`src/rtl/fsc_pkg.sv`:
```
// Overview of operation
// - Available seconds equal total minus unavailable
// - Error-free seconds counted only inside available time
// - Generated frames carry a running sequence number
// - Next expected number is updated once per received group of four frames
// - Sequence judged per group of four frames
// - Mismatch flags error or sync loss, never both
// - Single adjacent swap flags a sequence error
// - Any other mismatch flags a sync loss
// - Frame delayed two positions is sync loss
// - Unavailable seconds may later be recounted downward
package fsc_pkg;

  // ****************************************************************
  // Widths and counts
  // ****************************************************************
  localparam int unsigned SEQ_W     = 16;
  localparam int unsigned CNT_W     = 32;
  localparam int unsigned GROUP_LEN = 4;
  localparam int unsigned IDX_W     = 2;

  // ****************************************************************
  // Timing
  // ****************************************************************
  localparam logic [31:0] SEC_NS        = 32'h3B9A_CA00;
  localparam logic [31:0] CLK_PERIOD_NS = 32'h0000_0004;
  localparam logic [31:0] SEC_CYCLES    = SEC_NS / CLK_PERIOD_NS;

  // ****************************************************************
  // Reset values
  // ****************************************************************
  localparam logic [SEQ_W-1:0] SEQ_RST = 16'h0000;
  localparam logic [CNT_W-1:0] CNT_RST = 32'h0000_0000;
  localparam logic [IDX_W-1:0] IDX_RST = 2'h0;
  localparam logic [IDX_W-1:0] IDX_LST = 2'h3;

  // ****************************************************************
  // Types
  // ****************************************************************
  typedef struct packed {
    logic             valid;
    logic [SEQ_W-1:0] seq;
  } fsc_frame_type;

  typedef struct packed {
    logic [CNT_W-1:0] total;
    logic [CNT_W-1:0] unavail;
    logic [CNT_W-1:0] avail;
    logic [CNT_W-1:0] err_free;
  } fsc_perf_type;

  typedef enum logic [1:0] {
    ST_HUNT  = 2'b01,
    ST_TRACK = 2'b10
  } fsc_state_type;

endpackage

```
`src/rtl/fsc_seq_check.sv`:
```
`timescale 1ns/1ps
`default_nettype none
module fsc_seq_check
  import fsc_pkg::*;
#(
  parameter logic [31:0] SEC_CYC = SEC_CYCLES
) (
  input  wire logic             clk_i,
  input  wire logic             sys_rst_i,
  input  wire logic             tx_frame_i,
  input  wire fsc_frame_type    rx_frame_i,
  input  wire logic             unavail_i,
  input  wire logic             undo_i,
  input  wire logic [CNT_W-1:0] undo_cnt_i,
  input  wire logic             err_other_i,
  output logic [SEQ_W-1:0]      tx_seq_o,
  output logic [SEQ_W-1:0]      exp_seq_o,
  output logic                  synced_o,
  output logic                  seq_err_o,
  output logic                  sync_loss_o,
  output var  fsc_perf_type     perf_o
);

  fsc_state_type    state_q;
  logic [SEQ_W-1:0] tx_seq_q;
  logic [SEQ_W-1:0] exp_q;
  logic [SEQ_W-1:0] grp_q [GROUP_LEN];
  logic [SEQ_W-1:0] grp_w [GROUP_LEN];
  logic [IDX_W-1:0] idx_q;
  logic             seq_err_q;
  logic             sync_loss_q;
  logic             group_done;
  logic             tracking;
  logic [GROUP_LEN-1:0] match;
  logic             all_ok;
  logic             swap_ok;

  // ****************************************************************
  // Helpers
  // ****************************************************************
  function automatic logic [SEQ_W-1:0] exp_at(input logic [SEQ_W-1:0] base,
                                              input int unsigned      pos);
    exp_at = base + SEQ_W'(pos);
  endfunction

  // ****************************************************************
  // Transmit numbering
  // ****************************************************************
  // Number each generated frame
  always_ff @(posedge clk_i or posedge sys_rst_i) begin
    if (sys_rst_i) begin
      tx_seq_q <= SEQ_RST;
    end else if (tx_frame_i) begin
      tx_seq_q <= tx_seq_q + 16'h0001;
    end
  end

  // ****************************************************************
  // Group collection
  // ****************************************************************
  // Collect four frames
  always_ff @(posedge clk_i or posedge sys_rst_i) begin
    if (sys_rst_i) begin
      idx_q <= IDX_RST;
    end else if (rx_frame_i.valid) begin
      idx_q <= idx_q + 2'h1;
    end
  end

  always_ff @(posedge clk_i) begin
    if (rx_frame_i.valid) begin
      grp_q[idx_q] <= rx_frame_i.seq;
    end
  end

  assign group_done = rx_frame_i.valid && (idx_q == IDX_LST);
  assign tracking   = (state_q == ST_TRACK);

  // ****************************************************************
  // Group judgement
  // ****************************************************************
  genvar gi;
  generate
    for (gi = 0; gi < GROUP_LEN; gi++) begin : g_pos
      if (gi == GROUP_LEN - 1) begin : g_last
        assign grp_w[gi] = rx_frame_i.seq;
      end else begin : g_held
        assign grp_w[gi] = grp_q[gi];
      end
      assign match[gi] = (grp_w[gi] == exp_at(exp_q, gi));
    end
  endgenerate

  assign all_ok = &match;

  always_comb begin
    swap_ok = 1'b0;
    for (int i = 0; i < GROUP_LEN - 1; i++) begin
      if ((grp_w[i] == exp_at(exp_q, i + 1)) && (grp_w[i+1] == exp_at(exp_q, i)) &&
          ((match | (4'b0011 << i)) == 4'b1111)) begin
        swap_ok = 1'b1;
      end
    end
  end

  always_ff @(posedge clk_i or posedge sys_rst_i) begin
    if (sys_rst_i) begin
      seq_err_q   <= 1'b0;
      sync_loss_q <= 1'b0;
    end else begin
      seq_err_q   <= group_done && tracking && !all_ok && swap_ok;
      sync_loss_q <= group_done && tracking && !all_ok && !swap_ok;
    end
  end

  // ****************************************************************
  // Expected value and alignment
  // ****************************************************************
  always_ff @(posedge clk_i or posedge sys_rst_i) begin
    if (sys_rst_i) begin
      state_q <= ST_HUNT;
      exp_q   <= SEQ_RST;
    end else if (group_done) begin
      case (state_q)
        ST_HUNT: begin
          exp_q   <= grp_w[GROUP_LEN-1] + 16'h0001;
          state_q <= ST_TRACK;
        end
        ST_TRACK: begin
          if (all_ok || swap_ok) begin
            exp_q <= exp_at(exp_q, GROUP_LEN);
          end else begin
            exp_q <= grp_w[GROUP_LEN-1] + 16'h0001;
          end
        end
        default: begin
          state_q <= ST_HUNT;
        end
      endcase
    end
  end

  // ****************************************************************
  // Second counts
  // ****************************************************************
  fsc_sec_count #(
    .SEC_CYC (SEC_CYC)
  ) u_sec (
    .clk_i      (clk_i),
    .sys_rst_i  (sys_rst_i),
    .unavail_i  (unavail_i),
    .undo_i     (undo_i),
    .undo_cnt_i (undo_cnt_i),
    .err_i      (seq_err_q | sync_loss_q | err_other_i),
    .perf_o     (perf_o)
  );

  assign tx_seq_o    = tx_seq_q;
  assign exp_seq_o   = exp_q;
  assign synced_o    = state_q[1];
  assign seq_err_o   = seq_err_q;
  assign sync_loss_o = sync_loss_q;

  // ****************************************************************
  // Checks
  // ****************************************************************
  chk_flag_excl: assert property (
    @(posedge clk_i) disable iff (sys_rst_i)
    !(seq_err_q && sync_loss_q))
    else $error("both mismatch flags raised");

  chk_swap_err: assert property (
    @(posedge clk_i) disable iff (sys_rst_i)
    (group_done && tracking && !all_ok && swap_ok) |=> seq_err_q && !sync_loss_q)
    else $error("single swap not flagged as sequence error");

  chk_loss_class: assert property (
    @(posedge clk_i) disable iff (sys_rst_i)
    (group_done && tracking && !all_ok && !swap_ok) |=> sync_loss_q && !seq_err_q)
    else $error("mismatch not flagged as sync loss");

  chk_flag_group: assert property (
    @(posedge clk_i) disable iff (sys_rst_i)
    (seq_err_q || sync_loss_q) |-> $past(group_done) && $past(idx_q) == IDX_LST)
    else $error("flag raised outside a group end");

  chk_exp_advance: assert property (
    @(posedge clk_i) disable iff (sys_rst_i)
    (group_done && tracking && (all_ok || swap_ok)) |=> exp_q == SEQ_W'($past(exp_q) + 4))
    else $error("expected value did not advance by one group");

  chk_realign: assert property (
    @(posedge clk_i) disable iff (sys_rst_i)
    (group_done && tracking && !all_ok && !swap_ok)
      |=> exp_q == SEQ_W'($past(rx_frame_i.seq) + 1))
    else $error("no realignment after sync loss");

  chk_tx_number: assert property (
    @(posedge clk_i) disable iff (sys_rst_i)
    tx_frame_i |=> tx_seq_q == SEQ_W'($past(tx_seq_q) + 1))
    else $error("transmit number did not step");

  chk_clean_quiet: assert property (
    @(posedge clk_i) disable iff (sys_rst_i)
    (group_done && all_ok) |=> !seq_err_q && !sync_loss_q)
    else $error("flag raised on a clean group");

  chk_delay_two: assert property (
    @(posedge clk_i) disable iff (sys_rst_i)
    (group_done && tracking && grp_w[0] == exp_at(exp_q, 1) && grp_w[1] == exp_at(exp_q, 2)
      && grp_w[2] == exp_q) |=> sync_loss_q)
    else $error("two-position delay not flagged as sync loss");

endmodule
`default_nettype wire

```
`src/rtl/fsc_sec_count.sv`:
```
`timescale 1ns/1ps
`default_nettype none
module fsc_sec_count
  import fsc_pkg::*;
#(
  parameter logic [31:0] SEC_CYC = SEC_CYCLES
) (
  input  wire logic             clk_i,
  input  wire logic             sys_rst_i,
  input  wire logic             unavail_i,
  input  wire logic             undo_i,
  input  wire logic [CNT_W-1:0] undo_cnt_i,
  input  wire logic             err_i,
  output var  fsc_perf_type     perf_o
);

  logic [31:0]      tick_cnt_q;
  logic             tick;
  logic             err_seen_q;
  logic [CNT_W-1:0] total_d;
  logic [CNT_W-1:0] unavail_d;
  fsc_perf_type     perf_q;

  // ****************************************************************
  // Second tick
  // ****************************************************************
  assign tick = (tick_cnt_q == SEC_CYC - 32'h0000_0001);

  always_ff @(posedge clk_i or posedge sys_rst_i) begin
    if (sys_rst_i) begin
      tick_cnt_q <= CNT_RST;
    end else if (tick) begin
      tick_cnt_q <= CNT_RST;
    end else begin
      tick_cnt_q <= tick_cnt_q + 32'h0000_0001;
    end
  end

  // Error seen in current second, new event wins over clear
  always_ff @(posedge clk_i or posedge sys_rst_i) begin
    if (sys_rst_i) begin
      err_seen_q <= 1'b0;
    end else if (tick) begin
      err_seen_q <= err_i;
    end else begin
      err_seen_q <= err_seen_q | err_i;
    end
  end

  // ****************************************************************
  // Counters
  // ****************************************************************
  always_comb begin
    total_d   = perf_q.total + (tick ? 32'h0000_0001 : CNT_RST);
    unavail_d = perf_q.unavail + ((tick && unavail_i) ? 32'h0000_0001 : CNT_RST);
    if (undo_i) begin
      unavail_d = (unavail_d > undo_cnt_i) ? unavail_d - undo_cnt_i : CNT_RST;
    end
  end

  always_ff @(posedge clk_i or posedge sys_rst_i) begin
    if (sys_rst_i) begin
      perf_q <= '0;
    end else begin
      perf_q.total   <= total_d;
      perf_q.unavail <= unavail_d;
      perf_q.avail   <= total_d - unavail_d;
      if (tick && !unavail_i && !err_seen_q) begin
        perf_q.err_free <= perf_q.err_free + 32'h0000_0001;
      end
    end
  end

  assign perf_o = perf_q;

  // ****************************************************************
  // Checks
  // ****************************************************************
  chk_avail_diff: assert property (
    @(posedge clk_i) disable iff (sys_rst_i)
    perf_q.avail == perf_q.total - perf_q.unavail)
    else $error("available seconds differ from total minus unavailable");

  chk_efs_step: assert property (
    @(posedge clk_i) disable iff (sys_rst_i)
    (tick && !unavail_i && !err_seen_q) |=> perf_q.err_free == $past(perf_q.err_free) + 1)
    else $error("error-free second not counted");

  chk_efs_hold: assert property (
    @(posedge clk_i) disable iff (sys_rst_i)
    (!tick || unavail_i || err_seen_q) |=> $stable(perf_q.err_free))
    else $error("error-free count moved without a clean second");

  chk_undo_drop: assert property (
    @(posedge clk_i) disable iff (sys_rst_i)
    (undo_i && !tick && undo_cnt_i != 0 && perf_q.unavail != 0)
      |=> perf_q.unavail < $past(perf_q.unavail))
    else $error("recount did not lower unavailable seconds");

endmodule
`default_nettype wire

```
`config.mk`:
```
export PLATFORM = sky130hd
export DESIGN_NAME = fsc_seq_check
export DESIGN_NICKNAME = d
export VERILOG_FILES = /design/src/rtl/fsc_pkg.sv /design/src/rtl/fsc_seq_check.sv /design/src/rtl/fsc_sec_count.sv
export SDC_FILE = /design/constraint.sdc
export NUM_CORES = 1
export LEC_CHECK = 0
export BUFFER_PORTS_ARGS = -buffer_cell sky130_fd_sc_hd__buf_4
export CAP_MARGIN = 20
export CORE_ASPECT_RATIO = 0.75
export CORE_MARGIN = 8
export CORE_UTILIZATION = 60
export DETAILED_ROUTE_END_ITERATION = 10
export GPL_TIMING_DRIVEN = 0
export PLACE_DENSITY = 0.87
export SLEW_MARGIN = 40
export SYNTH_ARGS = -nofsm -noshare
export SYNTH_HDL_FRONTEND = slang
export SYNTH_HIERARCHICAL = 1
export SYNTH_SLANG_ARGS = --single-unit
```
`constraint.sdc`:
```
create_clock -name clk_i -period 12.9 [get_ports clk_i]
set_input_delay 0.645 -clock clk_i [delete_from_list [all_inputs] [get_ports clk_i]]
set_output_delay 0.645 -clock clk_i [all_outputs]
set_load 0.01 [all_outputs]
```
# [Word-level counts from Yosys, hierarchy flattened]
# Memories as Yosys holds them, arrays and structs flattened.
# Cells that the tools add are included.
# Widths: inputs -> output; s select.
[totals] mem_bits_rw=64 input_bits=55 mem_count=1 out_inout_bits=163 ff_bits=199 elab_cells=85
[classes] mux=14 magnitude_cmp=1 n_reduce_logical=23 bitwise_logic=4 n_eq_ne=17 add_sub_neg=13
[memory_table] memory="grp_q" depth=4 word_bits=16 read_ports=3 rd_ports_with_merged_regs=0 write_ports=1 line="fsc_seq_check.sv:27" source="logic [SEQ_W-1:0] grp_q [GROUP_LEN];"
[ops] operator="$eq 16x16->1" count=10
[ops] operator="$mux 32" count=3
[ops] operator="$add 32x1->32 const B" count=2
[ops] operator="$add 32x32->32" count=2
[ops] operator="$sub 32x32->32" count=2
[ops] operator="$add 16x1->16 const B" count=3
[ops] operator="$add 16x2->16 const B" count=2
[ops] operator="$eq 32x28->1 const B" count=1
[ops] operator="$gt 32x32->1" count=1
[ops] operator="$pmux 16 s2" count=1
[ops] operator="$add 16x3->16 const B" count=1
[ops] operator="$mux 16" count=1
[ops] operator="$logic_and 1x1->1" count=14
[ops] operator="$eq 2x2->1 const B" count=5
[ops] operator="$mux 1" count=8
[ops] operator="$logic_not 1->1" count=4
[ops] operator="$pmux 2 s2" count=1
[ops] operator="$reduce_and 2->1" count=2
[ops] operator="$reduce_and 4->1" count=1
[ops] operator="$or 1x1->1" count=3
[ops] operator="$add 2x1->2 const B" count=1
[ops] operator="$eq 2x1->1 const B" count=1
[ops] operator="$reduce_bool 2->1" count=1
[ops] operator="$logic_or 1x1->1" count=1
[ops] operator="$not 1->1" count=1

# [Longest topological paths before layout]
# Gate-level depths: netlist (run 1).
[logic_depth] depth_word=10 mapped_depth=39 ltp_nobuf=37

# [Cells and area by module]
# Netlist (run 1), hierarchy kept.
[modules_own_cells] module="fsc_sec_count" seq_area_each_um2=4028.9 area_each_um2=10183.5 instances=1 cells_per_inst=1104
[modules_own_cells] module="fsc_seq_check" seq_area_each_um2=2393.5 area_each_um2=6934.2 instances=1 cells_per_inst=759

# [Worst setup path before layout (run 1)]
# OpenSTA, ideal clock, no wires.
[synth_path] path_kind="register to register" start="register u_sec.tick_cnt_q[16]" end="register u_sec.perf_q (netlist bit u_sec/perf_o[63])" stages_incl_launch_ff=35 path_slack_ns=4.709 setup_ns=0.079 arrival_time_ns=8.112 n_path_buf=2 cell_sequence="dfrtp_1 -> or4b_1 -> nor4_2 -> nand3_1 -> nor2_1 -> clkbuf_1 -> and2_1 -> ha_1 -> ha_1 -> nand3_1 -> nor2_1 -> and3_1 -> nand3_1 -> or2_2 -> nor2_1 -> xnor2_1 -> inv_1 -> ha_1 -> and3_1 -> nand2_1 -> or3_1 -> a211o_1 -> a21oi_1 -> clkbuf_1 -> a22oi_1 -> ha_1 -> a21o_1 -> o41ai_2 -> o211a_1 -> o21ai_1 -> a221oi_1 -> o21ai_1 -> or4_1 -> a31oi_1 -> xor2_1"
[synth_via] elab_chain_cells=8 word_cells_on_any_way=11
[synth_rtl] element="from (decl)" line="fsc_sec_count.sv:17" source="logic [31:0] tick_cnt_q;"
[synth_rtl] element="from (signal assigned)" line="fsc_sec_count.sv:35" source="tick_cnt_q <= tick_cnt_q + 32'h0000_0001;"
[synth_rtl] element="$eq 32x28->1 (*)" line="fsc_sec_count.sv:27" source="assign tick = (tick_cnt_q == SEC_CYC - 32'h0000_0001);"
[synth_rtl] element="$logic_and 1x1->1" line="fsc_sec_count.sv:55" source="unavail_d = perf_q.unavail + ((tick && unavail_i) ? 32'h0000_0001 : CNT_RST);"
[synth_rtl] element="$mux 1" line="fsc_sec_count.sv:55"
[synth_rtl] element="$add 32x32->32" line="fsc_sec_count.sv:55"
[synth_rtl] element="$sub 32x32->32 or $gt 32x32->1 (tied branches)" line="fsc_sec_count.sv:57" source="unavail_d = (unavail_d > undo_cnt_i) ? unavail_d - undo_cnt_i : CNT_RST;"
[synth_rtl] element="$mux 32" line="fsc_sec_count.sv:57"
[synth_rtl] element="$mux 32" line="fsc_sec_count.sv:56" source="if (undo_i) begin"
[synth_rtl] element="$sub 32x32->32 (*)" line="fsc_sec_count.sv:67" source="perf_q.avail <= total_d - unavail_d;"
[synth_rtl] element="to (decl)" line="fsc_sec_count.sv:22" source="fsc_perf_type perf_q;"
# Mark *: on every way between the ends. The rest lies on a longest branch, timed or not.
# A chain may end at the register's enable or synchronous reset.

# [Worst setup path in the final report (run 1)]
# Ends and elaborated chain as after synthesis.

==> results of run 1 <==
==> state kept, by name (all words and copies together), names as in the netlist <==
signal            flops
idx_q                 2
tx_seq_o             16
u_sec/tick_cnt_q     32
state_q               2
u_sec/err_seen_q      1
exp_seq_o            16
u_sec/perf_o        128
seq_err_o             1
sync_loss_o           1
grp_q                48
==> per-stage QoR <==
step                instances  total power, mW  setup slack, ns  cell area [sq um]  hold slack [ns]
finish                   2518             2.98             2.15              20400           0.0216
global route             2518             3.07             1.62              20400           0.0281
CTS                      2516             2.94             2.22              20300           0.0209
detailed placement       2468             2.05             2.43              19300            0.449
global placement         2465             2.03             2.53              19200            0.438
floorplan                1863             1.64             4.71              17100            0.425
==> layer usage <==
metal,track usage,up-vias,part of all wire
li1,-,7123,-
met1,0.467,7777,0.43
met2,0.478,1041,0.41
met3,0.104,143,0.12
met4,0.106,6,0.032
met5,0.0105,-,0.0012
==> cells in the final DEF (no fill, tap or decap), drive strengths merged, types with 14 or more instances in the layout <==
cell type	netlist	final
nor3	44	44
o21a	17	17
and4	15	15
and3	37	37
a31oi	14	14
and2	17	17
buf	25	245
nor2	128	128
clkbuf	37	68
xnor2	204	204
nor4	30	30
a211oi	18	18
nand4	64	64
nand2	138	138
dfrtp	198	198
o21ai	66	66
or3	24	24
inv	136	138
edfxtp	48	48
ha	82	82
a21o	21	21
xor2	122	122
nand3	86	86
a22oi	16	16
a21oi	69	69
==> cell type report <==
cell class / instances / area, sq um
multi-input combinational: 1417 / 9940
fill: 2035 / 7690
sequential: 247 / 6420
timing repair buffer: 220 / 1710
clock buffer: 31 / 701
inverter: 137 / 522
tap: 385 / 482
clock inverter: 17 / 297
buffer: 62 / 277
antenna: 2 / 5.00
==> power by group through the flow <==
stage	registers (mW)	logic [mW]	clock network (mW)
after floorplan	0.948	0.692	0
after global placement	0.953	1.08	0
after detailed placement	0.956	1.09	0
after CTS	0.942	1.10	0.890
after global routing	0.950	1.20	0.919
final	0.945	1.15	0.884
==> logic make-up (layout without fill, tap and decap cells) <==
| kind of cell | after synthesis | in the layout |
|---|---|---|
| xor+xnor | 327 | 327 |
| fa+ha+maj | 84 | 84 |
| compound gates | 325 | 325 |
| mux | 16 | 16 |
| flops | 247 | 247 |
| simple gates | 665 | 665 |
| buf+inv | 199 | 467 |
| other cells | 0 | 2 |
==> worst register-to-register path, delay by kind of cell, from the launching register on <==
family	cells	cell delay (ns)
AO/OA/AOI/OAI	11	3.28
XOR/XNOR	2	0.38
adder cells (fa/ha/maj)	4	1.16
buffers and inverters	3	1.23
flip-flops	1	0.42
AND/OR/NAND/NOR	15	4.19
==> worst max-delay path by stage <==
stage	start	to	slack (ns)
4_1_cts	u_sec/tick_cnt_q[16]$_DFF_PP0_	u_sec/perf_o[63]$_DFF_PP0_	2.22
3_3_place_gp	u_sec/tick_cnt_q[16]$_DFF_PP0_	u_sec/perf_o[63]$_DFF_PP0_	2.53
5_1_grt	u_sec/tick_cnt_q[16]$_DFF_PP0_	u_sec/perf_o[63]$_DFF_PP0_	1.62
6_report	u_sec/tick_cnt_q[16]$_DFF_PP0_	u_sec/perf_o[63]$_DFF_PP0_	2.15
3_5_place_dp	u_sec/tick_cnt_q[16]$_DFF_PP0_	u_sec/perf_o[63]$_DFF_PP0_	2.43
2_1_floorplan	u_sec/tick_cnt_q[16]$_DFF_PP0_	u_sec/perf_o[63]$_DFF_PP0_	4.71
==> results.yml, run 1 <==
outcome:
  outcome: "finished, final reports clean"
setup_path:
  cp_slowest_cell: "clkbuf_1"
  path_max_fanout: 10
  endpoint_kind: "flip-flop"
  ff2ff_path_depth: 35
  crit_family: "simple AND/OR/NAND/NOR gates"
  required_ns: 13.36
  cp_slowest_stage_delay_ns: 0.62
  critPathBufInv: 3
  worstSetupStartpointType: "flip-flop"
  reg2reg_from: "u_sec/tick_cnt_q[16]$_DFF_PP0_"
  reg2reg_slack_ns: 2.15
  r2r-end: "u_sec/perf_o[63]$_DFF_PP0_"
  crit_arrival_ns: 11.20
  crit_type: "reg -> reg"
  cpMostUsedCell: "ha_1"
  cp.depth: 35
synthesis:
  syn_avg_cell_area_sq_um: 9.19
  yosysSeqAreaShare: 0.375
  synthXorXnorAreaFrac: 0.168
  synth.mux.area_fraction: 0.00958
  yosys_warnings: 6
  syn_area_sq_um: 17100
  synthMostInstantiatedCell: "xnor2_1"
  synth-compound-area-share: 0.130
  synthTopCellsByCount: "204 x xnor2_1, 198 x dfrtp_1, 138 x nand2_1"
  synth-simple-area-share: 0.209
  synth_top_area_cell: "dfrtp_1"
  yosys.area.top_type_share: 0.289
  synth_area_leaders: "dfrtp_1 29%, xnor2_1 10%, edfxtp_1 8.4%"
  synth_cell_types: 93
  syn_nets: 2002
  synth_top_family_by_area: "simple AND/OR/NAND/NOR gates"
  synthFlopType: "dfrtp_1"
  ys_async_sr_fraction: 0.806
  synth_fa_ha_area_frac: 0.0623
  synth_seq_cells: 247
  synth_edf_count: 48
  syn_inst: 1863
detailed_routing:
  drc: 0
  wl_per_cell_microns: 23.3
  viasPerCell: 6.39
  vias: 16100
  drtAntennaViolNets: 0
  postRouteWirelength_mm: 58.6
  drtPass1Iterations: 8
  first_iter_violations: 1974
cells_and_area:
  layout.nets: 2250
  layout-drive-gt1-share: 0.152
  post-route-util: 0.726
  syn_to_final_growth_pct: 18.9
die:
  core_sq_um: 28100
  start_util: 0.610
  io_pins: 218
  die_y_microns: 162
  num_rows: 53
  chipWidth_microns: 211
  die-area_sq_um: 34200
global_route:
  gr-usage-all-layers: 0.332
  grt_pass1_vias: 15700
  grt_pass1_wl_mm: 89.4
  antenna_found_initial: 3
  grt_overflow: 0
  grt_max_degree: 83
placement:
  io_buffers: 217
  gp_congestion: 1.01
  dp_hpwl_mm: 44.7
cts:
  clk_pin_slew_worst_paths_ns: 0.07
  holdBufCountCts: 0
  cts_resized: 0
  clk_latency_ns: 0.54
  cts-buffers-inserted: 26
  clockBufferDepth: 3
  cts_root_buffer: "clkbuf_16"
  htree_levels: 1
  tritoncts: "yes"
  post_cts_buffers: 0
  clock_sinks: 247
timing:
  tightest_slew_ns: 0.842
  rsz0062_at_grt: "false"
  finClkSkew_ns: 0.0125
  slew_violations: 0
  fin_crit_sh: 0.833
  min_period_ns: 10.75
  tns_ns: 0
  relSlewSlack: 0.435
  clock.fmax_mhz: 93.1
  hold_violations: 0
  setup_viol: 0
power:
  power_leakage_nw: 9.39
  ir_drop_v: 0.000149
  p_sw_frac: 0.392
  seq_power_share: 0.317
  p_switching_mw: 1.17
  p_clk_frac: 0.297
  comb_power_share: 0.386
  intPower_mw: 1.81
  power_density_nw_per_um2: 146
min_path:
  worstHoldPathType: "in -> async"
flow_run:
  cap_violations: 0
Power figures use the tool's default switching activity.
==> run 2: changes to the inputs <==
clock period = 11 ns   (was 12.9 ns; I/O delays follow)
==> run 2 against run 1 <==
Critical path depth stayed put. Die area unchanged. Clock power rose by 18%. First-iteration DRC count decreased by 5.3%. Highest routed layer unchanged. Cell area about the same. Routed wire length barely moved.
==> results.yml, run 2 (synthesis results as in run 1) <==
setup_path:
  startpoint: "u_sec/tick_cnt_q[16]$_DFF_PP0_"
  crit_arrival_ns: 10.72
  worstSetupStartpointType: "flip-flop"
  cpMostUsedCell: "ha_1"
  endpoint_kind: "flip-flop"
  crit_type: "reg -> reg"
  path_max_fanout: 10
  reg2reg_slack_ns: 0.74
  r2r-end: "u_sec/perf_o[63]$_DFF_PP0_"
  ff2ff_path_depth: 35
  reg2reg_from: "u_sec/tick_cnt_q[16]$_DFF_PP0_"
  cp_slowest_stage_delay_ns: 0.55
  required_ns: 11.46
  cp_slowest_cell: "or4b_1"
placement:
  dp_hpwl_mm: 44.7
  dpl_worst_slack_ns: 0.535
  gp_congestion: 1.01
  io_buffers: 217
die:
  start_util: 0.610
  core_sq_um: 28100
  chipWidth_microns: 211
  io_pins: 218
  die-area_sq_um: 34200
  num_rows: 53
  die_y_microns: 162
min_path:
  worst_hold_startpoint: "rx_frame_i[13]"
  hold_path_depth: 1
  hold_end: "grp_q[0][13]$_DFFE_PP_"
  worstHoldPathType: "in -> reg"
cts:
  cts-buffers-inserted: 26
  clockBufferDepth: 3
  clk_latency_ns: 0.54
  clk_pin_slew_worst_paths_ns: 0.07
  htree_levels: 1
  clock_sinks: 247
  cts_root_buffer: "clkbuf_16"
  post_cts_buffers: 0
  tritoncts: "yes"
timing:
  setup_viol: 0
  tns_ns: 0
  rsz0062_at_grt: "false"
  min_period_ns: 10.26
  fin_crit_sh: 0.933
  relSlewSlack: 0.443
  finClkSkew_ns: 0.0169
  clock.fmax_mhz: 97.4
  slew_violations: 0
  hold_violations: 0
  tightest_slew_ns: 0.835
  worst_slack_ns: 0.737
global_route:
  antenna_found_initial: 3
  grt_pass1_wl_mm: 89.4
  grt_overflow: 0
  grt_max_degree: 83
  grt_pass1_vias: 15700
  gr-usage-all-layers: 0.332
outcome:
  outcome: "finished, final reports clean"
cells_and_area:
  mostFrequentLayoutCell: "buf_4"
  layout.nets: 2251
  largest_reg_flops: 128
  final_cell_mix: "223 x buf_4, 203 x xnor2_1, 198 x dfrtp_1, 138 x nand2_1, 134 x inv_1"
  syn_to_final_growth_pct: 19.0
  layout-drive-gt1-share: 0.153
detailed_routing:
  viasPerCell: 6.38
  drtAntennaViolNets: 0
  wl_per_cell_microns: 23.3
  drc: 0
  vias: 16100
  drtPass1Iterations: 7
  first_iter_violations: 1870
  postRouteWirelength_mm: 58.6
power:
  ir_drop_v: 0.000176
  seq_power_share: 0.317
  power_leakage_nw: 9.40
  p_sw_frac: 0.392
  p_switching_mw: 1.37
  power_density_nw_per_um2: 172
  intPower_mw: 2.13
  p_clk_frac: 0.297
  comb_power_share: 0.386
flow_run:
  cap_violations: 0
[run 2: cell type report]
class	count	area (sq um)
buffer	62	279
tap	385	482
sequential	247	6420
clock buffer	31	701
clock inverter	17	297
timing repair buffer	221	1720
inverter	137	522
multi-input combinational	1417	9940
antenna	2	5.00
fill	2032	7680
[run 2: layer usage]
layer | part of all wire | global-route usage
met5 | 0.0012 | 0.0105
met4 | 0.032 | 0.106
met3 | 0.13 | 0.104
met2 | 0.42 | 0.478
met1 | 0.42 | 0.467
[run 2: power groups by stage]
stage	registers [mW]	clock network, mW	logic (mW)
2_1_floorplan	1.11	0	0.811
3_3_place_gp	1.12	0	1.26
3_5_place_dp	1.12	0	1.28
4_1_cts	1.10	1.04	1.29
5_1_grt	1.11	1.08	1.41
6_report	1.11	1.04	1.35
[run 2: worst max-delay path, delay by kind of cell (launching register included)]
family          cells  cell delay, ns
compound gates     11            3.23
simple gates       15            4.15
flops               1            0.42
buf+inv             3            0.83
xor+xnor            2            0.37
fa+ha+maj           4            1.17
[run 2: how the worst max path moves through the flow]
stage	end	slack (ns)	depth (start not counted)
5_1_grt	u_sec/perf_o[63]$_DFF_PP0_	0.18	34
3_3_place_gp	u_sec/perf_o[63]$_DFF_PP0_	0.63	35
6_report	u_sec/perf_o[63]$_DFF_PP0_	0.74	35
4_1_cts	u_sec/perf_o[63]$_DFF_PP0_	0.32	35
3_5_place_dp	u_sec/perf_o[63]$_DFF_PP0_	0.53	34
2_1_floorplan	u_sec/perf_o[63]$_DFF_PP0_	2.81	34
[run 2: through the flow]
step	cells	area (sq um)	hold WS [ns]	util	power, mW
2_1_floorplan	1863	17100	0.425	-	1.92
3_3_place_gp	2465	19200	0.438	0.685	2.38
3_5_place_dp	2468	19300	0.449	0.689	2.40
4_1_cts	2517	20300	0.208	0.725	3.44
5_1_grt	2519	20400	0.213	0.726	3.60
6_report	2519	20400	0.210	0.726	3.50
[run 2: repair_timing]
action | in CTS | in global routing
setup endpoints to repair | 0 | 1
gates resized for setup | 0 | 4
endpoints found under the hold margin | 11 | 0
hold buffers | 1 | 0
==> run 3: changes to the inputs <==
CORE_UTILIZATION = 25   (was 60)
PLACE_DENSITY = 0.46   (was 0.87)
RECOVER_POWER = 50   (was not set)
==> run 3 against run 2 <==
The flow now finishes with violations (capacitance limit, slew limit). Routed wire length up 9.2%. Critical endpoint unchanged. Sequential power barely moved. Combinational power barely moved.
==> results.yml, run 3 (synthesis results as in run 1) <==
global_route:
  antenna_found_initial: 0
  grt_max_degree: 77
  grt_pass1_vias: 14900
  grt_pass1_wl_mm: 95.9
  grt_overflow: 0
  gr-usage-all-layers: 0.159
setup_path:
  cpMostUsedCell: "ha_1"
  cp_slowest_cell: "a221oi_1"
  cp_slowest_stage_delay_ns: 0.56
  crit_type: "reg -> reg"
  worstSetupStartpointType: "flip-flop"
  required_ns: 11.50
  path_max_fanout: 10
  endpoint_kind: "flip-flop"
  crit_arrival_ns: 10.79
power:
  comb_power_share: 0.389
  ir_drop_v: 0.000107
  p_sw_frac: 0.406
  intPower_mw: 2.09
  seq_power_share: 0.315
  p_clk_frac: 0.296
  power_mw: 3.53
  power_density_nw_per_um2: 169
  p_switching_mw: 1.43
  power_leakage_nw: 9.28
die:
  die-area_sq_um: 77200
  io_pins: 218
  core_sq_um: 68100
  start_util: 0.251
  num_rows: 83
  chipWidth_microns: 318
  die_y_microns: 243
cells_and_area:
  syn_to_final_growth_pct: 21.8
  post-route-util: 0.306
  layout.nets: 2256
  instances_no_fill: 3031
  final_cell_mix: "204 x xnor2_1, 198 x dfrtp_1, 197 x buf_4, 138 x nand2_1, 134 x inv_1"
  final_area_sq_um: 20900
  mostFrequentLayoutCell: "xnor2_1"
  largest_reg_flops: 128
  fill_cells: 7262
  antennaDiodeCount: 0
  layout-drive-gt1-share: 0.141
cts:
  cts-buffers-inserted: 31
  clk_pin_slew_worst_paths_ns: 0.06
  clk_latency_ns: 0.58
  cts_root_buffer: "clkbuf_16"
  clockBufferDepth: 3
  htree_levels: 1
  tritoncts: "yes"
  clock_sinks: 247
placement:
  dp_hpwl_mm: 50.6
  gp_congestion: 0.933
  io_buffers: 217
  dpl_cell_area_sq_um: 20000
  dpl.cell_count: 2975
detailed_routing:
  viasPerCell: 5.02
  vias: 15200
  drtPass1Iterations: 5
  drtAntennaViolNets: 0
  drc: 0
  first_iter_violations: 1433
  wl_per_cell_microns: 21.1
  postRouteWirelength_mm: 64.0
outcome:
  outcome: "finished with violations"
  violations: "capacitance limit, slew limit"
timing:
  hold_violations: 0
  rsz0062_at_grt: "false"
  tightest_slew_ns: 4.07
  slew_violations: 210
  setup_viol: 0
  relSlewSlack: -1.72
  fin_crit_sh: 0.936
  finClkSkew_ns: 0.0164
  min_period_ns: 10.29
  clock.fmax_mhz: 97.2
flow_run:
  cap_violations: 6
min_path:
  worstHoldPathType: "in -> reg"
run 3: critical path, delay by kind of cell, from the launching register on:
family / cells / cell delay [ns]
adders and majority gates: 4 / 1.18
and+or+nand+nor: 15 / 4.29
buffers and inverters: 3 / 0.82
AOI/OAI and AO/OA: 11 / 3.11
DFF: 1 / 0.41
xor gates and xnor gates: 2 / 0.36
run 3: worst paths after layout:
path,from,end,slack [ns],cells past startpoint
max,u_sec/tick_cnt_q[16]$_DFF_PP0_,u_sec/perf_o[63]$_DFF_PP0_,0.71,35
min,tx_frame_i,tx_seq_o[0]$_DFFE_PP0P_,0.19,2
max reg2reg,u_sec/tick_cnt_q[16]$_DFF_PP0_,u_sec/perf_o[63]$_DFF_PP0_,0.71,35
min reg2reg,u_sec/tick_cnt_q[0]$_DFF_PP0_,u_sec/tick_cnt_q[0]$_DFF_PP0_,0.45,1
max in group asynchronous,sys_rst_i,u_sec/perf_o[23]$_DFFE_PP0P_,3.14,5
min in group asynchronous,sys_rst_i,exp_seq_o[10]$_DFFE_PP0P_,0.63,3
run 3: what timing repair did:
item                                    in CTS  in global routing
resized for setup                            1                  8
hold buffers                                 1                  0
endpoints found under the setup margin       1                  3
buffers inserted                             0                  0
endpoints found under the hold margin       44                  0
run 3: through the flow:
step / setup TNS, ns / hold slack, ns / worst slack, ns
2_1_floorplan: 0 / 0.425 / 2.81
3_3_place_gp: -0.133 / 0.454 / -0.133
3_5_place_dp: 0 / 0.453 / 0.0491
4_1_cts: 0 / 0.123 / 0.257
5_1_grt: 0 / 0.172 / 0.0364
6_report: 0 / 0.190 / 0.708
run 3: power groups by stage:
stage                     registers, mW  logic [mW]  clock network (mW)
after floorplan                    1.11       0.811                   0
after global placement             1.13        1.34                   0
after detailed placement           1.13        1.34                   0
after CTS                          1.11        1.35                1.09
after global routing               1.12        1.46                1.12
final                              1.11        1.37                1.04
run 3: per-layer routing:
metal,GRT usage,wire length (microns),vias up
met5,0,0,-
met4,0.0358,1410,0
met3,0.0382,5000,73
met2,0.222,25300,496
met1,0.241,32300,7521
li1,-,-,7136
run 3: layout make-up:
type | count | area (sq um) | area share
multi-input cells | 1417 | 9940 | 0.477
flip-flops and latches | 247 | 6420 | 0.308
repair buffers | 221 | 1550 | 0.0745
well taps | 892 | 1120 | 0.0535
clock buffers | 39 | 857 | 0.0411
inverters | 137 | 517 | 0.0248
plain buffers | 62 | 282 | 0.0135
clock inverters | 16 | 170 | 0.00816
